## src/sbs_defines.vh

```
`ifndef SBS_DEFINES_VH
`define SBS_DEFINES_VH

// ****************************************
// Command encodings {ras_n,cas_n,we_n}
// ****************************************
`define SBS_CMD_NOP   3'h7
`define SBS_CMD_ACT   3'h3
`define SBS_CMD_PRE   3'h2
`define SBS_CMD_READ  3'h5
`define SBS_CMD_WRITE 3'h4
`define SBS_CMD_REF   3'h1
`define SBS_CMD_MRS   3'h0

// ****************************************
// Address fields
// ****************************************
`define SBS_AP_BIT    10

// ****************************************
// Timing in ps (tMRD and burst in clocks), clock period in ps
// ****************************************
`define SBS_TCK_PS    5000
`define SBS_TRP_PS    15000
`define SBS_TRCD_PS   15000
`define SBS_TWR_PS    15000
`define SBS_TRC_PS    55000
`define SBS_TMRD_CK   2
`define SBS_BURST_CK  4
`define SBS_CYC(ps)   (((ps) + `SBS_TCK_PS - 1) / `SBS_TCK_PS)

`endif

```

## src/sbs_bank.v

```verilog
`timescale 1ns/10ps
`include "sbs_defines.vh"

// ****************************************
// One bank state machine
// ****************************************
module sbs_bank #(
	parameter TRP   = `SBS_CYC(`SBS_TRP_PS),
	parameter TRCD  = `SBS_CYC(`SBS_TRCD_PS),
	parameter TWR   = `SBS_CYC(`SBS_TWR_PS),
	parameter BURST = `SBS_BURST_CK
) (
	// Clock and reset
	input  wire       clk,
	input  wire       nrst,
	// Decoded command for this bank
	input  wire       sel,
	input  wire [2:0] cmd,
	input  wire       ap,
	// State
	output reg  [7:0] state,
	output wire       idle,
	output reg        illegal
);
	localparam S_IDLE = 8'h01;
	localparam S_ACTV = 8'h02;
	localparam S_RDA  = 8'h04;
	localparam S_WRA  = 8'h08;
	localparam S_PRE  = 8'h10;
	localparam S_RACT = 8'h20;
	localparam S_WR   = 8'h40;
	localparam S_WRAP = 8'h80;

	reg [7:0] cnt;
	reg [7:0] next_state;
	reg [7:0] next_cnt;
	reg       next_illegal;
	wire      quiet = !sel || cmd == `SBS_CMD_NOP;
	wire      done  = cnt <= 8'h01;

	assign idle = state == S_IDLE;

	always @* begin
		next_state   = state;
		next_cnt     = done ? 8'h00 : cnt - 8'h01;
		next_illegal = 1'b0;
		case (state)
			S_IDLE: begin
				if (sel && cmd == `SBS_CMD_ACT) begin
					next_state = S_RACT;
					next_cnt   = TRCD[7:0];
				end
			end
			S_ACTV: begin
				if (sel && cmd == `SBS_CMD_PRE) begin
					next_state = S_PRE;
					next_cnt   = TRP[7:0];
				end else if (sel && cmd == `SBS_CMD_WRITE) begin
					next_state = ap ? S_WRA : S_WR;
					// Auto-precharge recovery is timed in its own state
					next_cnt   = ap ? BURST[7:0] : BURST[7:0] + TWR[7:0];
				end else if (sel && cmd == `SBS_CMD_READ && ap) begin
					next_state = S_RDA;
					next_cnt   = BURST[7:0];
				end
			end
			S_RDA: begin
				next_illegal = !quiet;
				if (done) begin
					next_state = S_PRE;
					next_cnt   = TRP[7:0];
				end
			end
			S_WRA: begin
				next_illegal = !quiet;
				if (done) begin
					next_state = S_WRAP;
					next_cnt   = TWR[7:0];
				end
			end
			S_PRE: begin
				// Repeated precharge is harmless and keeps the timer
				next_illegal = !quiet && cmd != `SBS_CMD_PRE;
				if (done)
					next_state = S_IDLE;
			end
			S_RACT: begin
				next_illegal = !quiet;
				if (done)
					next_state = S_ACTV;
			end
			S_WR: begin
				if (sel && cmd == `SBS_CMD_WRITE) begin
					next_state = ap ? S_WRA : S_WR;
					next_cnt   = ap ? BURST[7:0] : BURST[7:0] + TWR[7:0];
				end else begin
					next_illegal = !quiet;
					if (done)
						next_state = S_ACTV;
				end
			end
			S_WRAP: begin
				next_illegal = !quiet;
				if (done) begin
					next_state = S_PRE;
					next_cnt   = TRP[7:0];
				end
			end
			default: begin
				next_state = S_IDLE;
			end
		endcase
	end

	always @(posedge clk or negedge nrst) begin
		if (!nrst) begin
			state   <= S_IDLE;
			cnt     <= 8'h00;
			illegal <= 1'b0;
		end else begin
			state   <= next_state;
			cnt     <= next_cnt;
			illegal <= next_illegal;
		end
	end
endmodule

```

## src/sbs_top.v

```verilog
`timescale 1ns/10ps
`include "sbs_defines.vh"

// Operation
// - Decode command from select and strobe levels
// - Auto-precharge burst accepts only deselect, NOP
// - Precharge goes idle after tRP
// - Activating bank becomes active after tRCD
// - Write recovery allows new write only
// - Auto-precharge recovery enters precharge after tWR
// - Refresh blocks all commands for tRC
// - Mode set blocks all commands for tMRD
module sbs_top #(
	parameter NBANK = 8,
	parameter BAW   = 3,
	parameter TRC   = `SBS_CYC(`SBS_TRC_PS),
	parameter TMRD  = `SBS_TMRD_CK
) (
	// Clock and reset
	input  wire             clk,
	input  wire             nrst,
	// Command pins
	input  wire             cs_n,
	input  wire             ras_n,
	input  wire             cas_n,
	input  wire             we_n,
	input  wire [BAW-1:0]   ba,
	input  wire [13:0]      addr,
	// Status
	output wire [NBANK-1:0] bank_idle,
	output reg              dev_busy,
	output reg              cmd_illegal
);
	// ****************************************
	// Command decode
	// ****************************************
	localparam D_IDLE = 3'h1;
	localparam D_REF  = 3'h2;
	localparam D_MRS  = 3'h4;

	// Deselect folds into NOP
	wire [2:0] cmd = cs_n ? `SBS_CMD_NOP : {ras_n, cas_n, we_n};
	wire       ap  = addr[`SBS_AP_BIT];
	wire       quiet = cmd == `SBS_CMD_NOP;
	wire       all_idle = &bank_idle;

	reg  [2:0]       dstate;
	reg  [2:0]       next_dstate;
	reg  [7:0]       dcnt;
	reg  [7:0]       next_dcnt;
	reg              next_illegal;
	wire [NBANK-1:0] bank_bad;
	wire             dev_cmd = cmd == `SBS_CMD_REF || cmd == `SBS_CMD_MRS;
	wire             all_pre = cmd == `SBS_CMD_PRE && ap;

	// ****************************************
	// Per bank state
	// ****************************************
	genvar g;
	generate
		for (g = 0; g < NBANK; g = g + 1) begin : bank
			wire [31:0] bank_num = g;
			// Bank only sees commands while the device is not busy
			wire hit = dstate == D_IDLE && !dev_cmd &&
				(ba == bank_num[BAW-1:0] || all_pre);
			sbs_bank u_bank (
				.clk     (clk),
				.nrst    (nrst),
				.sel     (hit),
				.cmd     (cmd),
				.ap      (ap),
				.state   (),
				.idle    (bank_idle[g]),
				.illegal (bank_bad[g])
			);
		end
	endgenerate

	// ****************************************
	// Device wide refresh and mode set
	// ****************************************
	always @* begin
		next_dstate  = dstate;
		next_dcnt    = dcnt <= 8'h01 ? 8'h00 : dcnt - 8'h01;
		next_illegal = 1'b0;
		case (dstate)
			D_IDLE: begin
				if (cmd == `SBS_CMD_REF) begin
					next_illegal = !all_idle;
					next_dstate  = D_REF;
					next_dcnt    = TRC[7:0];
				end else if (cmd == `SBS_CMD_MRS) begin
					next_illegal = !all_idle;
					next_dstate  = D_MRS;
					next_dcnt    = TMRD[7:0];
				end
			end
			D_REF: begin
				next_illegal = !quiet;
				if (dcnt <= 8'h01)
					next_dstate = D_IDLE;
			end
			D_MRS: begin
				next_illegal = !quiet;
				if (dcnt <= 8'h01)
					next_dstate = D_IDLE;
			end
			default: begin
				next_dstate = D_IDLE;
			end
		endcase
	end

	// Error flag is a one-cycle pulse, one edge after a device command or any command while busy, two edges after a bank command otherwise
	always @(posedge clk or negedge nrst) begin
		if (!nrst) begin
			dstate      <= D_IDLE;
			dcnt        <= 8'h00;
			dev_busy    <= 1'b0;
			cmd_illegal <= 1'b0;
		end else begin
			dstate      <= next_dstate;
			dcnt        <= next_dcnt;
			dev_busy    <= next_dstate != D_IDLE;
			cmd_illegal <= next_illegal | (|bank_bad);
		end
	end
endmodule

```

## config.mk

```make
export PLATFORM = sky130hd
export DESIGN_NAME = sbs_top
export DESIGN_NICKNAME = d
export VERILOG_FILES = /design/src/sbs_bank.v /design/src/sbs_top.v
export VERILOG_INCLUDE_DIRS = /design/src
export SDC_FILE = /design/constraint.sdc
export NUM_CORES = 1
export LEC_CHECK = 0
export ABC_AREA = 1
export BUFFER_PORTS_ARGS = -buffer_cell sky130_fd_sc_hd__buf_2
export CAP_MARGIN = 20
export CORE_MARGIN = 4
export CORE_UTILIZATION = 69
export DETAILED_ROUTE_END_ITERATION = 8
export PLACE_DENSITY_LB_ADDON = 0.05
export RECOVER_POWER = 50
export SLEW_MARGIN = 10
export SYNTH_ARGS = -nofsm -noshare
export SYNTH_HDL_FRONTEND = slang
export SYNTH_SLANG_ARGS = --single-unit
export TNS_END_PERCENT = 10
```

## constraint.sdc

```tcl
create_clock -name clk -period 4.6 [get_ports clk]
set_clock_uncertainty 0.2 [all_clocks]
set_input_delay 0.23 -clock clk [delete_from_list [all_inputs] [get_ports clk]]
set_output_delay 0.23 -clock clk [all_outputs]
set_load 0.02 [all_outputs]
```

# == After elaboration in Yosys (flattened, before gate mapping) ==
# Cells that the tools add are included.
# totals
ff_bits,149
in_bits,23
out_inout_bits,10
elab_cells,474
# op_classes
n_addsub,9
n_lt_le_gt_ge,9
eq_ne,122
mux,174
bitwise,1
reduce_logical,131
# ops
cell,n
$mux 8,132
$pmux 8 s7,8
$pmux 8 s4,8
$le 8x1->1 const B,9
$sub 8x1->8 const B,9
$eq 8x1->1 const B,8
$eq 8x2->1 const B,8
$eq 8x3->1 const B,8
$eq 8x4->1 const B,8
$eq 8x5->1 const B,8
$eq 8x6->1 const B,8
$eq 8x7->1 const B,8
$eq 8x8->1 const B,8
$logic_and 1x1->1,58
$ne 2x1->1 const B,24
$reduce_and 5->1,8
$ne 4x1->1 const B,8
$reduce_or 4->1,8
$eq 3x3->1 const B,8
$pmux 1 s3,8
$reduce_or 3->1,8
$logic_not 1->1,19
$reduce_or 2->1,9
$logic_or 1x1->1,17
other kinds (15),41

# == Logic depth before layout (Yosys ltp) ==
# depth
depth_word,12
ltp_mapped,13
depth_no_buf,13

# == Modules after synthesis ==
# A second synthesis with hierarchy kept.
# unflattened
cells_unflattened,1766
area_unflattened_um2,11858.9
# modules_own_cells
mod,n_inst,cells_per_inst,area_each_um2,seq_area_each_um2
sbs_bank (bank[0].u_bank ...),3,201,1410.1,426.7
sbs_bank (bank[3].u_bank ...),3,208,1347.5,426.7
sbs_bank (bank[6].u_bank ...),2,202,1330.0,426.7
sbs_top,1,135,925.9,326.6

# == Least setup slack after synthesis ==
# Ideal clock, no wire load.
# synth_timing
kind,reg-to-reg
start,register bank[2].u_bank.cnt[0]
end,register bank[2].u_bank.state[2]
setup_time_ns,0.117
t_arrival_ns,1.723
required_ns,4.283
path_slack_ns,2.560
stages_incl_launch_ff,11
path_buffers,1
synth_period_minus_slack_ns,2.040
path_cell_list,dfrtp_1 -> inv_1 -> ha_1 -> nor2_1 -> nor3_2 -> inv_1 -> buf_2 -> nand2_1 -> nand3_1 -> nand2_1 -> nand2_1
# synth_between
elab_chain_len,4
word_cells_on_any_way,8
cone_classes,1 x order compare; 3 x eq/ne; 3 x mux; 1 x reduce/logical
# synth_rtl
item,line,text
from (decl),sbs_bank.v:34,reg [7:0] cnt;
from (signal assigned),sbs_bank.v:122,cnt <= next_cnt;
$le 8x1->1 *,sbs_bank.v:39,wire done = cnt <= 8'h01;
$mux 8 (2 in series),--,
$pmux 8 s7,--,
to (signal assigned),sbs_bank.v:121,state <= next_state;
to (decl),sbs_bank.v:21,"output reg [7:0] state,"
# Mark *: on every way between the ends. The rest lies on a longest branch, timed or not.
# A chain may end at the register's enable or synchronous reset.

==> results.ini <==
[yosys]
yosysMostFrequentCell = nand2_1
avgSynthCellArea_um2 = 6.54
synth_top_cell_area_share_pct = 32.9
ys_seq_area_share_pct = 35.1
synth_top_cell_by_area = dfrtp_1
ys_warn_count = 0
synth.cell_area_um2 = 10600
syn-instance-count = 1628
synth-edff-count = 0
synth_flop_cell = dfrtp_1
synth_nets = 1669
ys_top_cells_by_count = 408 x nand2_1, 298 x nor2_1, 240 x inv_1, 171 x nand3_1, 140 x dfrtp_1
synth.distinct_cells = 47
synthArstFlopShare_pct = 100
ys_ff_latch = 149
ys_top_cells_by_area = dfrtp_1 33%, nand2_1 14%, nor2_1 11%

[floorplan]
dieArea_um2 = 17500
die_x_um = 132
die_y_um = 132
ios = 33
core_um2 = 15100
rows = 45
start_util_pct = 70.3

[setup_path]
r2r_end = bank[0].u_bank.cnt[6]
critical_path_class = in -> async
critPathArrivalTime_ps = 3320
r2r_setup_slack_ps = 1660
rr_startpoint = dstate[2]
slowest_delay_ps = 1830
slowest_stage = clkbuf_2
cp_max_fo = 107
path_buf_inv = 3
path_cells = dlygate4sd3_1 > clkbuf_2 > buf_4
path_delay_family = buffers and inverters
required_ps = 4910
crit_path_end_kind = asynchronous set/reset pin
reg2regPathDepth = 9
cp-start-kind = input pin

[layout]
multi_input_area_um2 = 5830
antenna-diode-count = 0
regArea_um2 = 3740
synthToLayoutAreaGrowth_pct = 7.92
final_nets = 1690
fin_area_um2 = 11500
n_fill_cell = 1228
fin_util_pct = 75.9
drive_above_1_share_pct = 7.10

[sta]
maxSlewViolCount = 108
tightestPinTransition_ps = 2640
min_period_ps = 3010
fmax_mhz = 332
setup_tns_ps = 0
setup_viol_count_final = 0
hold_viol = 0
slew_headroom_pct = -76.3
layout_setup_ws_ps = 1590
period_share_pct = 65.5
rsz0062_at_grt = no
whs_ps = 47.7

[drt]
final_antenna_net_count = 0
wl_um = 26400
drcViolationCount = 0
wl_per_cell_um = 14.3
drtIter0Drc = 856
via_per_inst = 5.75
first_pass_iters = 6
vias = 10600

[clock_network]
clock_path_buffers = 2
numCtsBuffers = 17
clk_pin_slew_ps = 60
clk_latency_ps = 420
cts_tree = yes
cts-root-buf = clkbuf_16
htreeDepth = 4
cts_resized = 0
clkSinkCount = 149

[power]
power_density_nw_per_um2 = 627
p_leak_uw = 0.00648
peakVddDrop_v = 0.000458

[run]
drv_cap = 1

[global_routing]
gr-total-overflow = 0
grt_usage_pct = 30.7
grt_max_degree = 108
grt_pass1_wl_um = 45200
antenna_found_initial = 0
grt_pass1_vias = 10000

[place]
routabilityCongestion = 0.963
dp_worst_setup_slack_ps = 1860
placed_area_um2 = 10900
place_hpwl_um = 18800
portBuffers = 19

[min_path]
min_path_cells = 4
min_delay_worst_endpoint = cmd_illegal
worstHoldStart = cas_n
hold_path_class = in -> reg

[run_status]
outcome = complete, but fails checks
violations = capacitance limit, slew limit

worst max path at each step:
| stage | cells past startpoint | startpoint | endpoint |
|---|---|---|---|
| 2_1_floorplan | 10 | bank[2].u_bank.cnt[0] | bank[2].u_bank.state[2] |
| 3_3_place_gp | 11 | dstate[2] | bank[7].u_bank.cnt[7] |
| 3_5_place_dp | 9 | bank[3].u_bank.cnt[0] | bank[3].u_bank.state[7] |
| 4_1_cts | 9 | bank[3].u_bank.cnt[0] | bank[3].u_bank.state[7] |
| 5_1_grt | 3 | nrst | bank[4].u_bank.cnt[6] |
| 6_report | 3 | nrst | bank[0].u_bank.state[0] |
flip-flops by register name, indices dropped and copies added (netlist names):
| register | flops |
|---|---|
| bank.u_bank.cnt | 64 |
| bank.u_bank.illegal | 8 |
| dcnt | 8 |
| dstate | 3 |
| bank.u_bank.state | 64 |
| cmd_illegal | 1 |
| dev_busy | 1 |
metal layers:
metal | part of all wire [%] | global-route usage (%) | vias up | wire length (um)
li1 | - | - | 5240 | -
met1 | 43 | 40.8 | 4882 | 11300
met2 | 47 | 50.8 | 435 | 12400
met3 | 6.8 | 4.77 | 85 | 1810
met4 | 3.1 | 12.4 | 0 | 814
met5 | 0 | 0 | - | 0
layout make-up:
type,count,share of cell area [%]
timing repair buffer,24,1.18
multi-input combinational,1212,50.7
inverter,245,8.00
tap,188,2.05
clock inverter,12,1.54
sequential,149,32.5
clock buffer,20,3.97
worst reg2reg max path, delay by kind of cell (launching register included):
family,cells,cell delay [ps]
simple gates,7,1380
buf+inv,1,540
flops,1,390
compound gates,1,320
cells by family after synthesis:
group	after synthesis	synth area share (%)
simple gates	1018	42.4
xor+xnor	36	2.96
flops	149	35.1
buf+inv	267	10.1
compound gates	140	7.33
fa+ha+maj	18	2.12
what timing repair did:
action / CTS / global route
hold buffers: 2 / 0
buffers inserted: 0 / 0
endpoints found under the hold margin: 100 / 0
metrics by stage:
stage	power, uW	cells
2_1_floorplan	4930	1628
3_5_place_dp	5630	1816
4_1_cts	7170	1850
5_1_grt	7850	1850
3_3_place_gp	5510	1816
6_report	7200	1850
cells in the final DEF (no fill, tap or decap), types with 9 or more instances in the layout:
cell type  count
nand3_2       11
clkbuf_16     17
inv_1        240
a21oi_1       45
nor3_1        20
xnor2_1       13
dfstp_2        9
nand4_1       62
nor2_1       299
buf_2         16
ha_1          18
o21ai_0       65
dfrtp_1      140
or2_2          9
nand3_1      171
nand2_1      409
nand2_2        9
xor2_1        23
power breakdown:
group / switching [uW] / internal (uW)
Clock: 564 / 936
Sequential: 243 / 1710
Combinational: 2510 / 1230
No activity file was read; power rests on OpenSTA's default activity.
